<file path="config.mk">
export PLATFORM = sky130hd
export DESIGN_NAME = rxeq_adapt_status
export DESIGN_NICKNAME = d
export VERILOG_FILES = /design/src/rtl/rxeq_pkg.sv /design/src/rtl/rxeq_adapt_status.sv
export SDC_FILE = /design/constraint.sdc
export NUM_CORES = 1
export LEC_CHECK = 0
export BUFFER_PORTS_ARGS = -buffer_cell sky130_fd_sc_hd__buf_2
export CAP_MARGIN = 10
export CORE_MARGIN = 4
export CORE_UTILIZATION = 60
export CTS_CLUSTER_SIZE = 40
export DETAILED_ROUTE_END_ITERATION = 6
export PLACE_DENSITY_LB_ADDON = 0.08
export SLEW_MARGIN = 20
export SYNTH_ARGS = -nofsm -noshare
export SYNTH_HDL_FRONTEND = slang
export SYNTH_SLANG_ARGS = --single-unit
</file>
<file path="constraint.sdc">
create_clock -name sys_clk -period 5.31 [get_ports sys_clk]
set_input_delay 1.062 -clock sys_clk [delete_from_list [all_inputs] [get_ports sys_clk]]
set_output_delay 1.062 -clock sys_clk [all_outputs]
set_load 0.02 [all_outputs]
</file>
<file path="src/rtl/rxeq_pkg.sv">
package rxeq_pkg;
  // register offsets
  localparam logic [7:0] ADDR_GEN_CFG = 8'h02;
  localparam logic [7:0] ADDR_ERR_SRC = 8'h42;
  localparam logic [7:0] ADDR_STS_ONE = 8'h4d;
  localparam logic [7:0] ADDR_STS_TWO = 8'h4e;
  localparam logic [7:0] ADDR_PAR_HI = 8'h55;
  localparam logic [7:0] ADDR_PAR_LO = 8'h56;
  localparam logic [7:0] ADDR_PAR_THR = 8'h57;
  localparam logic [7:0] ADDR_EQ_CTL = 8'hd2;
  localparam logic [7:0] ADDR_EQ_RES = 8'hd3;
  localparam logic [7:0] ADDR_EQ_RNG = 8'hd5;
  // reset values
  localparam logic [7:0] RST_GEN_CFG = 8'h03;
  localparam logic [7:0] RST_ERR_SRC = 8'h1f;
  localparam logic [7:0] RST_PAR_THR = 8'h01;
  localparam logic [7:0] RST_EQ_CTL = 8'h40;
  localparam logic [7:0] RST_EQ_RNG = 8'hf0;
  // general_config fields
  localparam int GEN_PAR_CHECK = 0;
  localparam int GEN_CLR_ON_UNLOCK = 1;
  // eq_error_source_ctl fields
  localparam int SRC_CLK_RECOVERY = 0;
  localparam int SRC_ENCODING = 1;
  localparam int SRC_PARITY = 2;
  localparam int SRC_FIRST_LOCK_RESTART = 3;
  localparam int SRC_THOLD_LSB = 4;
  // eq_adapt_control fields
  localparam int CTL_RESTART = 0;
  localparam int CTL_FLOOR_EN = 2;
  localparam int CTL_DWELL_LSB = 4;
  // eq_gain_range fields
  localparam int RNG_FLOOR_LSB = 0;
  localparam int RNG_CEIL_LSB = 4;
  // status fields
  localparam int STS1_LOCK = 0;
  localparam int STS1_PAR_FLAG = 1;
  localparam int STS1_LOCK_CHG = 4;
  localparam int STS2_CRC = 0;
  localparam int STS2_SEQ = 1;
  // dwell: 2.62 ms at 25 MHz reference clock
  localparam int DWELL_DEFAULT_US = 2620;
  localparam int REF_CLK_MHZ = 25;
  localparam int DWELL_DEFAULT_REF = DWELL_DEFAULT_US * REF_CLK_MHZ;
  // dwell length is DWELL_UNIT shifted by the 3-bit field
  localparam logic [19:0] DWELL_UNIT = 20'h01000;
  localparam logic [7:0] ACC_MAX = 8'hff;
  localparam logic [15:0] PAR_MAX = 16'hffff;

  typedef struct packed {
    logic [7:0] addr;
    logic wr;
    logic rd;
    logic [7:0] wdata;
  } rxeq_req_type;

  typedef struct packed {
    logic clk_recovery;
    logic encoding;
    logic parity;
    logic crc;
    logic seq;
  } rxeq_err_type;

  typedef enum logic [1:0] {
    ST_SEARCH = 2'b01,
    ST_HOLD = 2'b10
  } rxeq_state_type;
endpackage

</file>
<file path="src/rtl/rxeq_adapt_status.sv">
`timescale 1ns/1ps
// Overview of operation
// RULE_01: restart bit restarts search from any state
// RULE_02: search keeps stepping gains while unlocked
// RULE_03: compatible partner: restart once after first lock
// RULE_04: restart or port reset start from minimum
// RULE_05: ceiling field caps highest gain
// RULE_06: floor value is start and lowest gain
// RULE_07: floor only applies when floor enable set
// RULE_08: host programs narrow range around nominal gain
// RULE_09: chosen gain readable in result register
// RULE_10: wait dwell interval at each gain
// RULE_11: default dwell 2.62 ms of reference clock
// RULE_12: past ceiling wrap to minimum or floor
// RULE_13: three error sources individually selectable
// RULE_14: errors accumulated over half the dwell
// RULE_15: errors above threshold step gain up
// RULE_16: port conditions latched in two status registers
// RULE_17: lock change, crc, sequence flags clear on read
// RULE_18: 16-bit parity counter, high and low bytes
// RULE_19: parity flag set when count reaches threshold
// RULE_20: counter read clears counter and flag
// RULE_21: parity flag can raise an interrupt
// RULE_22: unlock clears parity counter and flag
// RULE_23: host disables parity check before exact read
// RULE_24: hold gain while lock persists
// RULE_25: lock loss resumes search at next gain
// RULE_26: restart request is one cycle, self-clearing
module rxeq_adapt_status (
  input wire logic sys_clk,
  input wire logic reset,
  input wire rxeq_pkg::rxeq_req_type reg_req,
  output logic [7:0] reg_rdata_q,
  input wire rxeq_pkg::rxeq_err_type link_errors,
  input wire logic cdr_lock_pin,
  input wire logic reference_clock,
  input wire logic partner_compatible,
  input wire logic port_logic_reset,
  output logic [3:0] eq_gain_q,
  output logic parity_irq_q
);
  import rxeq_pkg::*;

  logic [2:0] lock_s_q;
  logic lock_q;
  logic lock_d1_q;
  logic [2:0] ref_s_q;
  logic ref_q;
  logic ref_d1_q;
  logic [7:0] gen_cfg_q;
  logic [7:0] err_src_q;
  logic [7:0] par_thr_q;
  logic [7:0] eq_ctl_q;
  logic [7:0] eq_rng_q;
  logic restart_q;
  logic first_done_q;
  rxeq_state_type state_q;
  rxeq_state_type state_d;
  logic [3:0] gain_d;
  logic [19:0] dwell_q;
  logic [19:0] dwell_d;
  logic [7:0] acc_q;
  logic [7:0] acc_d;
  logic [15:0] par_cnt_q;
  logic [15:0] par_cnt_d;
  logic [7:0] par_lo_shadow_q;
  logic par_flag_q;
  logic par_flag_d;
  logic lock_chg_q;
  logic crc_q;
  logic seq_q;

  // three-stage synchronisers; change accepted once stages 2 and 3 agree
  // stage 1 may go metastable, so only stage 2 ever reads it
  always_ff @(posedge sys_clk or posedge reset) begin
    if (reset) begin
      lock_s_q <= 3'h0;
    end else begin
      lock_s_q <= {lock_s_q[1:0], cdr_lock_pin};
    end
  end

  always_ff @(posedge sys_clk or posedge reset) begin
    if (reset) begin
      ref_s_q <= 3'h0;
    end else begin
      ref_s_q <= {ref_s_q[1:0], reference_clock};
    end
  end

  wire lock_agree = lock_s_q[1] == lock_s_q[2];
  wire ref_agree = ref_s_q[1] == ref_s_q[2];

  // filtered lock holds until stages 2 and 3 agree
  always_ff @(posedge sys_clk or posedge reset) begin
    if (reset) begin
      lock_q <= 1'b0;
      lock_d1_q <= 1'b0;
    end else begin
      lock_q <= lock_agree ? lock_s_q[2] : lock_q;
      lock_d1_q <= lock_q;
    end
  end

  // resets low like the idle pin, so no false tick after reset
  always_ff @(posedge sys_clk or posedge reset) begin
    if (reset) begin
      ref_q <= 1'b0;
      ref_d1_q <= 1'b0;
    end else begin
      ref_q <= ref_agree ? ref_s_q[2] : ref_q;
      ref_d1_q <= ref_q;
    end
  end

  wire ref_tick = ref_q & ~ref_d1_q;
  wire lock_rise = lock_q & ~lock_d1_q;
  wire lock_fall = ~lock_q & lock_d1_q;

  // register access decode
  wire hit_gen = reg_req.addr == ADDR_GEN_CFG;
  wire hit_src = reg_req.addr == ADDR_ERR_SRC;
  wire hit_sts1 = reg_req.addr == ADDR_STS_ONE;
  wire hit_sts2 = reg_req.addr == ADDR_STS_TWO;
  wire hit_phi = reg_req.addr == ADDR_PAR_HI;
  wire hit_plo = reg_req.addr == ADDR_PAR_LO;
  wire hit_thr = reg_req.addr == ADDR_PAR_THR;
  wire hit_ctl = reg_req.addr == ADDR_EQ_CTL;
  wire hit_res = reg_req.addr == ADDR_EQ_RES;
  wire hit_rng = reg_req.addr == ADDR_EQ_RNG;
  wire rd_sts1 = reg_req.rd & hit_sts1;
  wire rd_sts2 = reg_req.rd & hit_sts2;
  wire rd_phi = reg_req.rd & hit_phi;
  wire rd_plo = reg_req.rd & hit_plo;
  wire wr_ctl = reg_req.wr & hit_ctl;
  wire wr_gen = reg_req.wr & hit_gen;
  wire wr_src = reg_req.wr & hit_src;
  wire wr_thr = reg_req.wr & hit_thr;
  wire wr_rng = reg_req.wr & hit_rng;

  always_ff @(posedge sys_clk or posedge reset) begin
    if (reset) gen_cfg_q <= RST_GEN_CFG;
    else if (wr_gen) gen_cfg_q <= reg_req.wdata;
  end

  always_ff @(posedge sys_clk or posedge reset) begin
    if (reset) err_src_q <= RST_ERR_SRC;
    else if (wr_src) err_src_q <= reg_req.wdata;
  end

  always_ff @(posedge sys_clk or posedge reset) begin
    if (reset) par_thr_q <= RST_PAR_THR;
    else if (wr_thr) par_thr_q <= reg_req.wdata;
  end

  always_ff @(posedge sys_clk or posedge reset) begin
    if (reset) eq_rng_q <= RST_EQ_RNG;
    else if (wr_rng) eq_rng_q <= reg_req.wdata;
  end

  // restart bit is not stored in the control register itself
  wire [7:0] ctl_wdata = reg_req.wdata & ~(8'h01 << CTL_RESTART);

  always_ff @(posedge sys_clk or posedge reset) begin
    if (reset) begin
      eq_ctl_q <= RST_EQ_CTL;
      restart_q <= 1'b0;
    end else begin
      if (wr_ctl) eq_ctl_q <= ctl_wdata;
      // RULE_26: one-cycle request
      restart_q <= wr_ctl & reg_req.wdata[CTL_RESTART];
    end
  end

  // RULE_03: single restart after first lock
  wire first_lock_restart = lock_rise & partner_compatible
    & err_src_q[SRC_FIRST_LOCK_RESTART] & ~first_done_q;

  // once per reset; later lock edges do not restart
  always_ff @(posedge sys_clk or posedge reset) begin
    if (reset) first_done_q <= 1'b0;
    else if (first_lock_restart) first_done_q <= 1'b1;
  end

  // RULE_01: restart from any state
  wire restart_req = restart_q | port_logic_reset | first_lock_restart;

  // search limits
  // RULE_06: floor is start gain
  wire [3:0] floor_val = eq_rng_q[RNG_FLOOR_LSB +: 4];
  wire [3:0] ceiling = eq_rng_q[RNG_CEIL_LSB +: 4];
  // RULE_07: floor active only when enabled
  wire [3:0] gain_min = eq_ctl_q[CTL_FLOOR_EN] ? floor_val : 4'h0;
  // RULE_05: ceiling caps the step
  wire at_top = eq_gain_q >= ceiling;
  // RULE_12: wrap to minimum or floor
  wire [3:0] gain_next = at_top ? gain_min : eq_gain_q + 4'h1;

  // RULE_11: dwell counted in reference clock edges
  wire [2:0] dwell_sel = eq_ctl_q[CTL_DWELL_LSB +: 3];
  wire [19:0] dwell_len = DWELL_UNIT << dwell_sel;
  wire [19:0] half_len = dwell_len >> 1;
  // a shorter dwell written mid-interval must not strand the counter
  wire dwell_end = ref_tick & (dwell_q >= dwell_len - 20'h1);
  wire half_end = ref_tick & (dwell_q == half_len - 20'h1);
  // errors in the second half are not tallied
  wire in_first_half = dwell_q < half_len;

  // RULE_13: selectable error sources
  wire sel_clk = link_errors.clk_recovery & err_src_q[SRC_CLK_RECOVERY];
  wire sel_enc = link_errors.encoding & err_src_q[SRC_ENCODING];
  wire sel_par = link_errors.parity & err_src_q[SRC_PARITY];
  wire [1:0] err_sum = {1'b0, sel_clk} + {1'b0, sel_enc} + {1'b0, sel_par};
  wire [8:0] acc_sum = {1'b0, acc_q} + {7'h00, err_sum};
  wire [7:0] acc_sat = acc_sum[8] ? ACC_MAX : acc_sum[7:0];
  wire [7:0] err_thold = {4'h0, err_src_q[SRC_THOLD_LSB +: 4]};
  wire err_over = acc_q > err_thold;

  always_comb begin
    state_d = state_q;
    gain_d = eq_gain_q;
    dwell_d = dwell_q + {19'h0, ref_tick};
    // RULE_14: accumulate during first half only
    acc_d = in_first_half ? acc_sat : acc_q;
    if (restart_req) begin
      // RULE_04: start over from minimum gain
      state_d = ST_SEARCH;
      gain_d = gain_min;
      dwell_d = 20'h0;
      acc_d = 8'h00;
    end else begin
      unique case (state_q)
        ST_SEARCH: begin
          if (half_end && err_over) begin
            // RULE_15: too many errors, step to gain_next (wraps to minimum at ceiling)
            gain_d = gain_next;
            dwell_d = 20'h0;
            acc_d = 8'h00;
          end else if (dwell_end) begin
            // RULE_10: full dwell ended with no error step at half dwell; hold if locked, else step
            dwell_d = 20'h0;
            acc_d = 8'h00;
            if (lock_q) begin
              // RULE_24: lock found, hold setting
              state_d = ST_HOLD;
            end else begin
              // RULE_02: keep stepping while unlocked
              gain_d = gain_next;
            end
          end
        end
        ST_HOLD: begin
          dwell_d = 20'h0;
          acc_d = 8'h00;
          if (!lock_q) begin
            // RULE_25: resume at next gain
            state_d = ST_SEARCH;
            gain_d = gain_next;
          end
        end
      endcase
    end
  end

  always_ff @(posedge sys_clk or posedge reset) begin
    if (reset) begin
      state_q <= ST_SEARCH;
      eq_gain_q <= 4'h0;
    end else begin
      state_q <= state_d;
      eq_gain_q <= gain_d;
    end
  end

  // dwell and error tally always restart together
  always_ff @(posedge sys_clk or posedge reset) begin
    if (reset) begin
      dwell_q <= 20'h0;
      acc_q <= 8'h00;
    end else begin
      dwell_q <= dwell_d;
      acc_q <= acc_d;
    end
  end

  // parity counting
  wire par_evt = link_errors.parity & gen_cfg_q[GEN_PAR_CHECK];
  // RULE_22: unlock clears counter and flag
  wire unlock_clr = lock_fall & gen_cfg_q[GEN_CLR_ON_UNLOCK];
  // RULE_20: reading either byte clears
  wire par_clr = rd_phi | rd_plo | unlock_clr;
  wire par_full = par_cnt_q == PAR_MAX;
  // threshold zero keeps the flag quiet
  wire par_thr_on = par_thr_q != 8'h00;

  always_comb begin
    // RULE_18: saturating 16-bit count, new error survives clear
    if (par_clr) par_cnt_d = {15'h0000, par_evt};
    else if (par_full) par_cnt_d = par_cnt_q;
    else par_cnt_d = par_cnt_q + {15'h0000, par_evt};
    // RULE_19: flag once count reaches threshold
    par_flag_d = (par_flag_q & ~par_clr)
      | (par_evt & par_thr_on & (par_cnt_d >= {8'h00, par_thr_q}));
  end

  always_ff @(posedge sys_clk or posedge reset) begin
    if (reset) begin
      par_cnt_q <= 16'h0000;
      par_flag_q <= 1'b0;
    end else begin
      par_cnt_q <= par_cnt_d;
      par_flag_q <= par_flag_d;
    end
  end

  // high read snapshots low byte so the pair stays coherent
  always_ff @(posedge sys_clk or posedge reset) begin
    if (reset) par_lo_shadow_q <= 8'h00;
    else if (rd_phi) par_lo_shadow_q <= par_cnt_q[7:0];
  end

  // RULE_21: interrupt follows flag
  always_ff @(posedge sys_clk or posedge reset) begin
    if (reset) parity_irq_q <= 1'b0;
    else parity_irq_q <= par_flag_d;
  end

  // RULE_17: sticky until read, set wins over clear
  always_ff @(posedge sys_clk or posedge reset) begin
    if (reset) lock_chg_q <= 1'b0;
    else lock_chg_q <= (lock_chg_q & ~rd_sts1) | (lock_q ^ lock_d1_q);
  end

  always_ff @(posedge sys_clk or posedge reset) begin
    if (reset) crc_q <= 1'b0;
    else crc_q <= (crc_q & ~rd_sts2) | link_errors.crc;
  end

  always_ff @(posedge sys_clk or posedge reset) begin
    if (reset) seq_q <= 1'b0;
    else seq_q <= (seq_q & ~rd_sts2) | link_errors.seq;
  end

  // RULE_16: latched port conditions
  wire [7:0] sts1_val = (8'(lock_q) << STS1_LOCK)
    | (8'(par_flag_q) << STS1_PAR_FLAG)
    | (8'(lock_chg_q) << STS1_LOCK_CHG);
  wire [7:0] sts2_val = (8'(crc_q) << STS2_CRC) | (8'(seq_q) << STS2_SEQ);
  // low byte always returns the snapshot taken at the last high read
  wire [7:0] plo_val = par_lo_shadow_q;
  // RULE_09: chosen gain readable
  wire [7:0] res_val = {4'h0, eq_gain_q};

  // unmapped offsets read back as zero
  wire [7:0] rd_mux =
    hit_gen ? gen_cfg_q :
    hit_src ? err_src_q :
    hit_sts1 ? sts1_val :
    hit_sts2 ? sts2_val :
    hit_phi ? par_cnt_q[15:8] :
    hit_plo ? plo_val :
    hit_thr ? par_thr_q :
    hit_ctl ? eq_ctl_q :
    hit_res ? res_val :
    hit_rng ? eq_rng_q : 8'h00;

  always_ff @(posedge sys_clk or posedge reset) begin
    if (reset) reg_rdata_q <= 8'h00;
    else if (reg_req.rd) reg_rdata_q <= rd_mux;
  end
endmodule

</file>
======== Word level (Yosys, flattened, before mapping) ========
Index checks and enable logic that the tools add are counted.
cells by class
  shifts and indexed selects .............. 1
  $add $sub $neg .......................... 8
  reduce and logical (&&, ||, !) cells .... 3
  $lt $le $gt $ge ......................... 5
  multiplexer cells ....................... 35
  multipliers ............................. 0
  bitwise gates (word level) .............. 48
  equality and inequality tests ........... 22
  divide/modulo/power cells ............... 0
operators by type and width
  operator               count
  $mux 8                 15
  $mux 20                3
  $eq 8x7->1 const B     6
  $pmux 20 s2            1
  $mux 16                2
  $and 1x1->1            29
  $eq 8x8->1 const B     3
  $mux 4                 6
  $add 20x1->20          1
  $eq 20x20->1           1
  $ge 20x20->1           1
  $lt 20x19->1           1
  $shl 13x3->20 const A  1
  $sub 19x1->20 const B  1
  $sub 20x1->20 const B  1
  $add 16x1->16          1
  $eq 16x16->1 const B   1
  $ge 16x8->1            1
  $pmux 8 s2             1
  $ne 3x3->1 const B     4
  $mux 2                 5
  $add 8x2->9            1
  $eq 8x2->1 const B     1
  $gt 8x4->1             1
  19 further kinds       34
word-level totals
  bits in writable memories ............... 0
  bits in read-only memories .............. 0
  memories ................................ 0
  register bits after elaboration ......... 121
  latch bits .............................. 0

======== Longest topological paths before layout ========
Gate-level depths: netlist of the first run.
  depth in word-level cells ............... 11
  gate-level depth with buffers ........... 15

======== Worst setup path before layout of the first run ========
OpenSTA, ideal clock, no wires.
  path kind ............................... input to register
  start point ............................. input port reg_req[15] (netlist name)
  end point ............................... register parity_irq_q
  stages .................................. 13
  data arrival time ....................... 3323 ps
  path slack .............................. 1863 ps
  path buffers ............................ 2
  setup time .............................. 124 ps
  required time ........................... 5186 ps
  path through ............................ and4bb_2 -> and3b_1 -> a32o_1 -> clkbuf_1 -> clkbuf_1 -> nor2_1 -> ha_1 -> a21o_1 -> a21o_1 -> a21oi_1 -> o21ai_0 -> a21oi_1 -> a21oi_1
on the way
  word-level cells in the longest chain between the ends .. 8
ends and longest elaborated chain
  item                                   line                                                source
  start, declared                        rxeq_adapt_status.sv:32                             input wire rxeq_pkg::rxeq_req_type reg_req,
  $eq 8x7->1, on equally long branches   rxeq_adapt_status.sv:125, rxeq_adapt_status.sv:126
  $and 1x1->1, on equally long branches  rxeq_adapt_status.sv:133, rxeq_adapt_status.sv:134
  $or 1x1->1 * (2 in series)             rxeq_adapt_status.sv:291                            wire par_clr = rd_phi | rd_plo | unlock_clr;
  $mux 16 *                              rxeq_adapt_status.sv:298                            if (par_clr) par_cnt_d = {15'h0000, par_evt};
  via par_cnt_d[1]                       rxeq_adapt_status.sv:65                             logic [15:0] par_cnt_d;
  $ge 16x8->1 *                          rxeq_adapt_status.sv:303                            | (par_evt & par_thr_on & (par_cnt_d >= {8'h00, par_thr_q}));
  $and 1x1->1 *                          rxeq_adapt_status.sv:303
  $or 1x1->1 *                           rxeq_adapt_status.sv:303
  via par_flag_d                         rxeq_adapt_status.sv:68                             logic par_flag_d;
  end signal, assigned                   rxeq_adapt_status.sv:325                            else parity_irq_q <= par_flag_d;
  end, declared                          rxeq_adapt_status.sv:40                             output logic parity_irq_q
The timed path passes the listed nets; every way through them passes the cells marked *.
A chain may end at the register's enable or synchronous reset.

======== Worst setup path after layout of the first run ========
  start point ............................. input port reg_req[16] (netlist name)
  end point ............................... register parity_irq_q
on the way
  word-level cells in the longest chain between the ends .. 8
ends and longest elaborated chain
  item                                   line
  $eq 8x7->1, on equally long branches   rxeq_adapt_status.sv:125, rxeq_adapt_status.sv:126
  $and 1x1->1, on equally long branches  rxeq_adapt_status.sv:133, rxeq_adapt_status.sv:134
  $or 1x1->1 * (2 in series)             rxeq_adapt_status.sv:291
  $mux 16                                rxeq_adapt_status.sv:298
  $ge 16x8->1                            rxeq_adapt_status.sv:303
  $and 1x1->1                            rxeq_adapt_status.sv:303
  $or 1x1->1 *                           rxeq_adapt_status.sv:303
  via par_flag_d                         rxeq_adapt_status.sv:68
Marks and branches as above.

==> results of run 1 <==
## cell usage after synthesis (all sizes together) (3+ instances only)
| library cell | number |
|---|---|
| a21boi | 3 |
| a21o | 13 |
| a21oi | 39 |
| a221oi | 5 |
| a222oi | 3 |
| a22oi | 4 |
| a311oi | 4 |
| a31o | 3 |
| a31oi | 6 |
| and2 | 7 |
| and3 | 11 |
| and4 | 5 |
| buf | 5 |
| clkbuf | 22 |
| dfrtp | 107 |
| dfstp | 14 |
| ha | 41 |
| inv | 36 |
| maj3 | 3 |
| mux2 | 50 |
| mux2i | 7 |
| nand2 | 45 |
| nand2b | 10 |
| nand3 | 32 |
| nand3b | 4 |
| nand4 | 10 |
| nor2 | 69 |
| nor2b | 11 |
| nor3 | 15 |
| nor3b | 5 |
| nor4 | 5 |
| o2111ai | 4 |
| o21a | 7 |
| o21ai | 32 |
| o221ai | 4 |
| o22ai | 4 |
| or2 | 3 |
| or3 | 8 |
| xnor2 | 8 |
| xor2 | 17 |
## power by group
group          switching [uW]  internal (uW)
Clock                     437            717
Combinational             156            114
Sequential               53.8            969
Total                     647           1800
## final timing paths
path | from | end | slack [ps] | depth (start not counted)
hold / removal | ref_s_q[0] | ref_s_q[1] | 350 | 0
setup reg to reg | par_cnt_q[12] | parity_irq_q | 1790 | 14
min in group asynchronous | reset | eq_gain_q[0] | 640 | 2
setup / recovery | reg_req[16] | parity_irq_q | 1470 | 14
hold reg to reg | ref_s_q[0] | ref_s_q[1] | 350 | 0
max in group asynchronous | reset | par_cnt_q[11] | 3630 | 3
## sequential cells by signal, indices dropped and copies added (netlist names), 2 cells and up
name and count:
state_q 2, par_thr_q 8, dwell_q 20, gen_cfg_q 8
eq_ctl_q 7, par_lo_shadow_q 8, eq_gain_q 4, lock_s_q 3
reg_rdata_q 8, ref_s_q 3, err_src_q 8, par_cnt_q 16
acc_q 8, eq_rng_q 8
## per-stage QoR
stage / cell area (um^2) / cells / hold slack [ps]
after floorplan: 7100 / 716 / 331
after global placement: 7410 / 878 / 333
after detailed placement: 7410 / 878 / 339
after CTS: 8010 / 910 / 352
after global routing: 8010 / 910 / 353
final: 8010 / 910 / 353
## routing by layer
metal / part of all wire / GRT usage / up-vias
li1: - / - / 2678
met1: 0.43 / 0.378 / 2843
met2: 0.49 / 0.466 / 208
met3: 0.062 / 0.0632 / 40
met4: 0.026 / 0.103 / 0
met5: 0 / 0 / -
## area by class of cell
| class | instances | share of cell area |
|---|---|---|
| repair buffers | 46 | 0.0303 |
| well taps | 143 | 0.0223 |
| multi-input cells | 532 | 0.475 |
| clock inverters | 13 | 0.0181 |
| flip-flops and latches | 121 | 0.380 |
| inverters | 36 | 0.0172 |
| clock buffers | 19 | 0.0566 |
## logic make-up (layout without fill, tap and decap cells)
logic type               count (synthesis)  count (layout)
AND/OR/NAND/NOR                        248             248
AO/OA/AOI/OAI                          155             155
flip-flops                             121             121
buffers and inverters                   63             114
adder cells (fa/ha/maj)                 46              46
multiplexers                            57              57
XOR/XNOR                                25              25
other                                    1               1
==> impl_metrics.csv, run 1 <==
group,metric,value,unit
cts,cts_tree,"done",
synthesis,yosys.area_share.adder,0.0823,
detailed_routing,drtIter0Drc,495,
synthesis,yosysTopAreaCellShare,0.377,
detailed_routing,route.detailed.drc,0,
finish,final_common_cell,"dfrtp_1",
sta,layout_setup_ws,1470,ps
setup_path,critPathBufInv,1,
setup_path,end_kind,"flip-flop",
synthesis,synth_seq_cells,121,
synthesis,synth_xor_area_frac,0.0309,
floorplanning,dieArea,13600,um^2
detailed_routing,first_pass_iters,5,
cts,h-tree-depth,4,
sta,maxSlewViolCount,0,
placement,gp_congestion,0.942,
sta,fin_crit_sh,0.724,
synthesis,synthMuxAreaShare,0.0892,
synthesis,syn_area,7100,um^2
floorplanning,num_rows,39,
global_routing,grt_max_degree,57,
setup_path,crit_slowest_cell,"a32o_1",
floorplanning,fp.dieH,117,um
synthesis,synthSimpleGateAreaFrac,0.179,
detailed_routing,avgRoutedWirePerCell,20.2,um
finish,fin_nets,826,
sta,relSlewSlack,0.304,
synthesis,synth_compound_area_frac,0.154,
sta,fin_crit,3840,ps
synthesis,synth_cell_types,75,
setup_path,worstSetupPathType,"in2reg",
global_routing,antenna_found_initial,0,
finish,utilization,0.695,
sta,finalHoldViolCount,0,
floorplanning,core-area,11500,um^2
finish,multi_input_area,3800,um^2
cts,post_cts_buffers,0,
placement,portBuffers,41,
placement,dp_hpwl,13300,um
cts,cts_buffers,17,
sta,finalSetupTns,0,ps
cts,cts_hold_buf,0,
global_routing,grt_pass1_vias,5723,
sta,setup_violations,0,
setup_path,required,5600,ps
placement,post-place-ws,1160,ps
synthesis,synth_seq_area_share,0.429,
sta,fmax,260,MHz
global_routing,track_usage,0.287,
power,p_per_area,306,nW/um^2
cts,cts_max_path_buffers,2,
synthesis,synth_nets,788,
sta,finalClockSkew,8.42,ps
run,cap_violations,0,
setup_path,worst_setup_path_start_kind,"input port",
setup_path,arrival,4140,ps
synthesis,syn_inst,716,
detailed_routing,routed_wl,18400,um
setup_path,critPathMaxStageDelay,520,ps
power,peakVddDrop,0.272,mV
global_routing,grt_pass1_wl,29700,um
sta,worstMarginPinSlew,1040,ps
detailed_routing,via_per_inst,6.34,
floorplanning,start_util,0.616,
synthesis,synth_top_flop_cell,"dfrtp_1",
detailed_routing,vias,5769,
finish,num_antenna_cells,0,
cts,cts_resized,0,
power,finalPower,2450,uW
cts,clkTransAtPathRegs,60,ps
cts,clk-insertion-delay-late,420,ps
global_routing,grt-ovfl-total,0,
cts,cts.sinks,121,
setup_path,crit_path_cell_trace,"buf_2 -> and4bb_2 -> and3b_1 -> a32o_1 -> nor3_1 -> a21o_1 -> ha_1 -> nand2b_1 -> a21o_1 -> a21o_1 -> a21oi_1 -> o21ai_0 -> a21oi_1 -> a21oi_1",
detailed_routing,drtAntennaViolNets,0,
finish,regArea,3050,um^2
finish,n_fill_cell,843,
synthesis,synth_area_leaders,"dfrtp_1 38%, mux2_2 7.8%, ha_1 7.2%",
finish,layout_common_cells,"107 x dfrtp_1, 69 x nor2_1, 49 x mux2_2",
setup_path,cp_max_fo,14,
cts,cts_root_buffer,"clkbuf_16",
floorplanning,ios,42,
setup_path,cpLargestDelayFamily,"compound AO/OA/AOI/OAI gates",
synthesis,synth_edf_count,0,
sta,rsz0062_at_grt,"false",
finish,area_growth,12.8,%
power,leakage,0.00363,uW
hold_path,min_path_type,"reg2reg",
run_status,outcome,"complete, no violations",
synthesis,synth_area_leader_cell,"dfrtp_1",
finish,layout-drive-gt1-share,0.213,
synthesis,syn_avg_cell_area,9.91,um^2
synthesis,async_flop_share,1.00,
synthesis,synth_top_family_by_area,"simple AND/OR/NAND/NOR gates",
floorplanning,die_w,117,um
synthesis,ys_warn_count,0,
Power figures use the tool's default switching activity.
==> run 2, diff against run 1 <==
- clock period: 5.31 -> 3.7 ns (I/O delays scaled with it)
==> run 2 against run 1 <==
  * Sequential share of layout area down 0.72 points
  * Combinational power grew 49%
  * Largest cell class unchanged
  * Via count increased by 1.8%
  * Critical endpoint is now acc_q[7]
  * Cell area rose by 1.9%
  * Final cell count up 1.1%
  * Wire length grew 2.0%
==> impl_metrics.csv, run 2 (synthesized netlist as in run 1, its figures left out) <==
group,metric,value,unit
setup_path,critPathMaxStageDelay,710,ps
cts,clk-insertion-delay-late,420,ps
hold_path,whs_path_depth,0,
setup_path,required,4070,ps
sta,layout_setup_ws,420,ps
detailed_routing,via_per_inst,6.38,
global_routing,grt_pass1_wl,30700,um
placement,dp_hpwl,13700,um
finish,area_growth,15.0,%
cts,cts_max_path_buffers,2,
finish,utilization,0.709,
sta,fin_crit_sh,0.887,
cts,clkTransAtPathRegs,60,ps
detailed_routing,avgRoutedWirePerCell,20.4,um
floorplanning,core-area,11500,um^2
floorplanning,start_util,0.616,
placement,post-place-ws,282,ps
sta,fmax,305,MHz
power,peakVddDrop,0.366,mV
global_routing,grt_pass1_vias,5875,
setup_path,arrival,3650,ps
setup_path,crit_slowest_cell,"dfstp_2",
floorplanning,ios,42,
global_routing,grt-ovfl-total,0,
floorplanning,die_w,117,um
sta,finalClockSkew,7.20,ps
floorplanning,dieArea,13600,um^2
detailed_routing,routed_wl,18700,um
sta,finalHoldViolCount,0,
cts,cts.sinks,121,
sta,hold-worst-slack,349,ps
hold_path,min_path_type,"reg2reg",
setup_path,worstSetupPathType,"reg2reg",
finish,top_regs,"dwell_q (20), par_cnt_q (16)",
run_status,outcome,"complete, no violations",
detailed_routing,first_pass_iters,6,
cts,post_cts_buffers,0,
detailed_routing,drtAntennaViolNets,0,
power,finalPower,3690,uW
sta,fin_crit,3280,ps
cts,cts_root_buffer,"clkbuf_16",
finish,layout_common_cells,"107 x dfrtp_1, 69 x nor2_1, 49 x mux2_2",
detailed_routing,vias,5873,
sta,finalSetupTns,0,ps
sta,relSlewSlack,0.384,
power,p_per_area,453,nW/um^2
setup_path,crit_path_cell_trace,"inv_1 -> ha_1 -> a2111o_1 -> a41o_1 -> a32o_2 -> or4_1 -> a31o_1 -> o2bb2a_4",
finish,largest_reg_flops,20,
floorplanning,fp.dieH,117,um
global_routing,track_usage,0.295,
finish,layout-drive-gt1-share,0.219,
finish,final_common_cell,"dfrtp_1",
placement,gp_congestion,0.964,
sta,worstMarginPinSlew,922,ps
finish,fin_nets,836,
cts,cts_buffers,17,
floorplanning,num_rows,39,
detailed_routing,route.detailed.drc,0,
cts,cts_hold_buf,0,
setup_path,worst_setup_path_start_kind,"flip-flop",
setup_path,cp_max_fo,16,
run,cap_violations,0,
sta,maxSlewViolCount,0,
setup_path,reg2reg_depth,8,
sta,setup_violations,0,
finish,num_antenna_cells,0,
cts,cts_resized,0,
cts,cts_tree,"done",
global_routing,antenna_found_initial,0,
sta,rsz0062_at_grt,"false",
detailed_routing,drtIter0Drc,599,
power,leakage,0.00373,uW
finish,regMostFlops,"dwell_q",
cts,h-tree-depth,4,
placement,portBuffers,41,
setup_path,end_kind,"flip-flop",
global_routing,grt_max_degree,44,
run 2: path summary, 6_finish.rpt:
kind | slack [ps] | endpoint | start
setup / recovery | 420 | acc_q[7] | eq_ctl_q[6]
hold / removal | 350 | lock_s_q[1] | lock_s_q[0]
setup reg to reg | 420 | acc_q[7] | eq_ctl_q[6]
hold reg to reg | 350 | lock_s_q[1] | lock_s_q[0]
max in group asynchronous | 2430 | err_src_q[3] | reset
min in group asynchronous | 510 | ref_s_q[0] | reset
run 2: cell type report:
class | instances | area (um^2)
inverters | 36 | 139
repair buffers | 56 | 343
well taps | 143 | 179
clock buffers | 26 | 519
multi-input cells | 532 | 3800
flip-flops and latches | 121 | 3050
clock inverters | 6 | 133
fillers | 845 | 3350
run 2: layer usage:
metal | global-route usage | share of wire | up-vias | routed length, um
li1 | - | - | 2696 | -
met3 | 0.0653 | 0.068 | 40 | 1280
met4 | 0.0979 | 0.025 | 0 | 468
met2 | 0.473 | 0.48 | 247 | 9040
met1 | 0.398 | 0.42 | 2890 | 7960
met5 | 0 | 0 | - | 0
run 2: report_power, final:
part	internal [uW]	total [uW]	leakage (uW)	switching (uW)
combinational	173	404	0.00184	231
sequential	1390	1460	0.00158	73.2
clock	1230	1830	0.000317	592
run 2: metrics by stage:
step,std cells,instance area [um^2]
after detailed placement,888,7510
after global routing,920,8160
after CTS,920,8160
final,920,8160
after global placement,888,7510
after floorplan,716,7100
run 2: critical path, delay by kind of cell (launching register included):
family	cells	cell delay, ps
AOI/OAI and AO/OA	5	1350
adders and majority gates	1	340
buffers and inverters	1	140
DFF	1	710
and+or+nand+nor	1	680
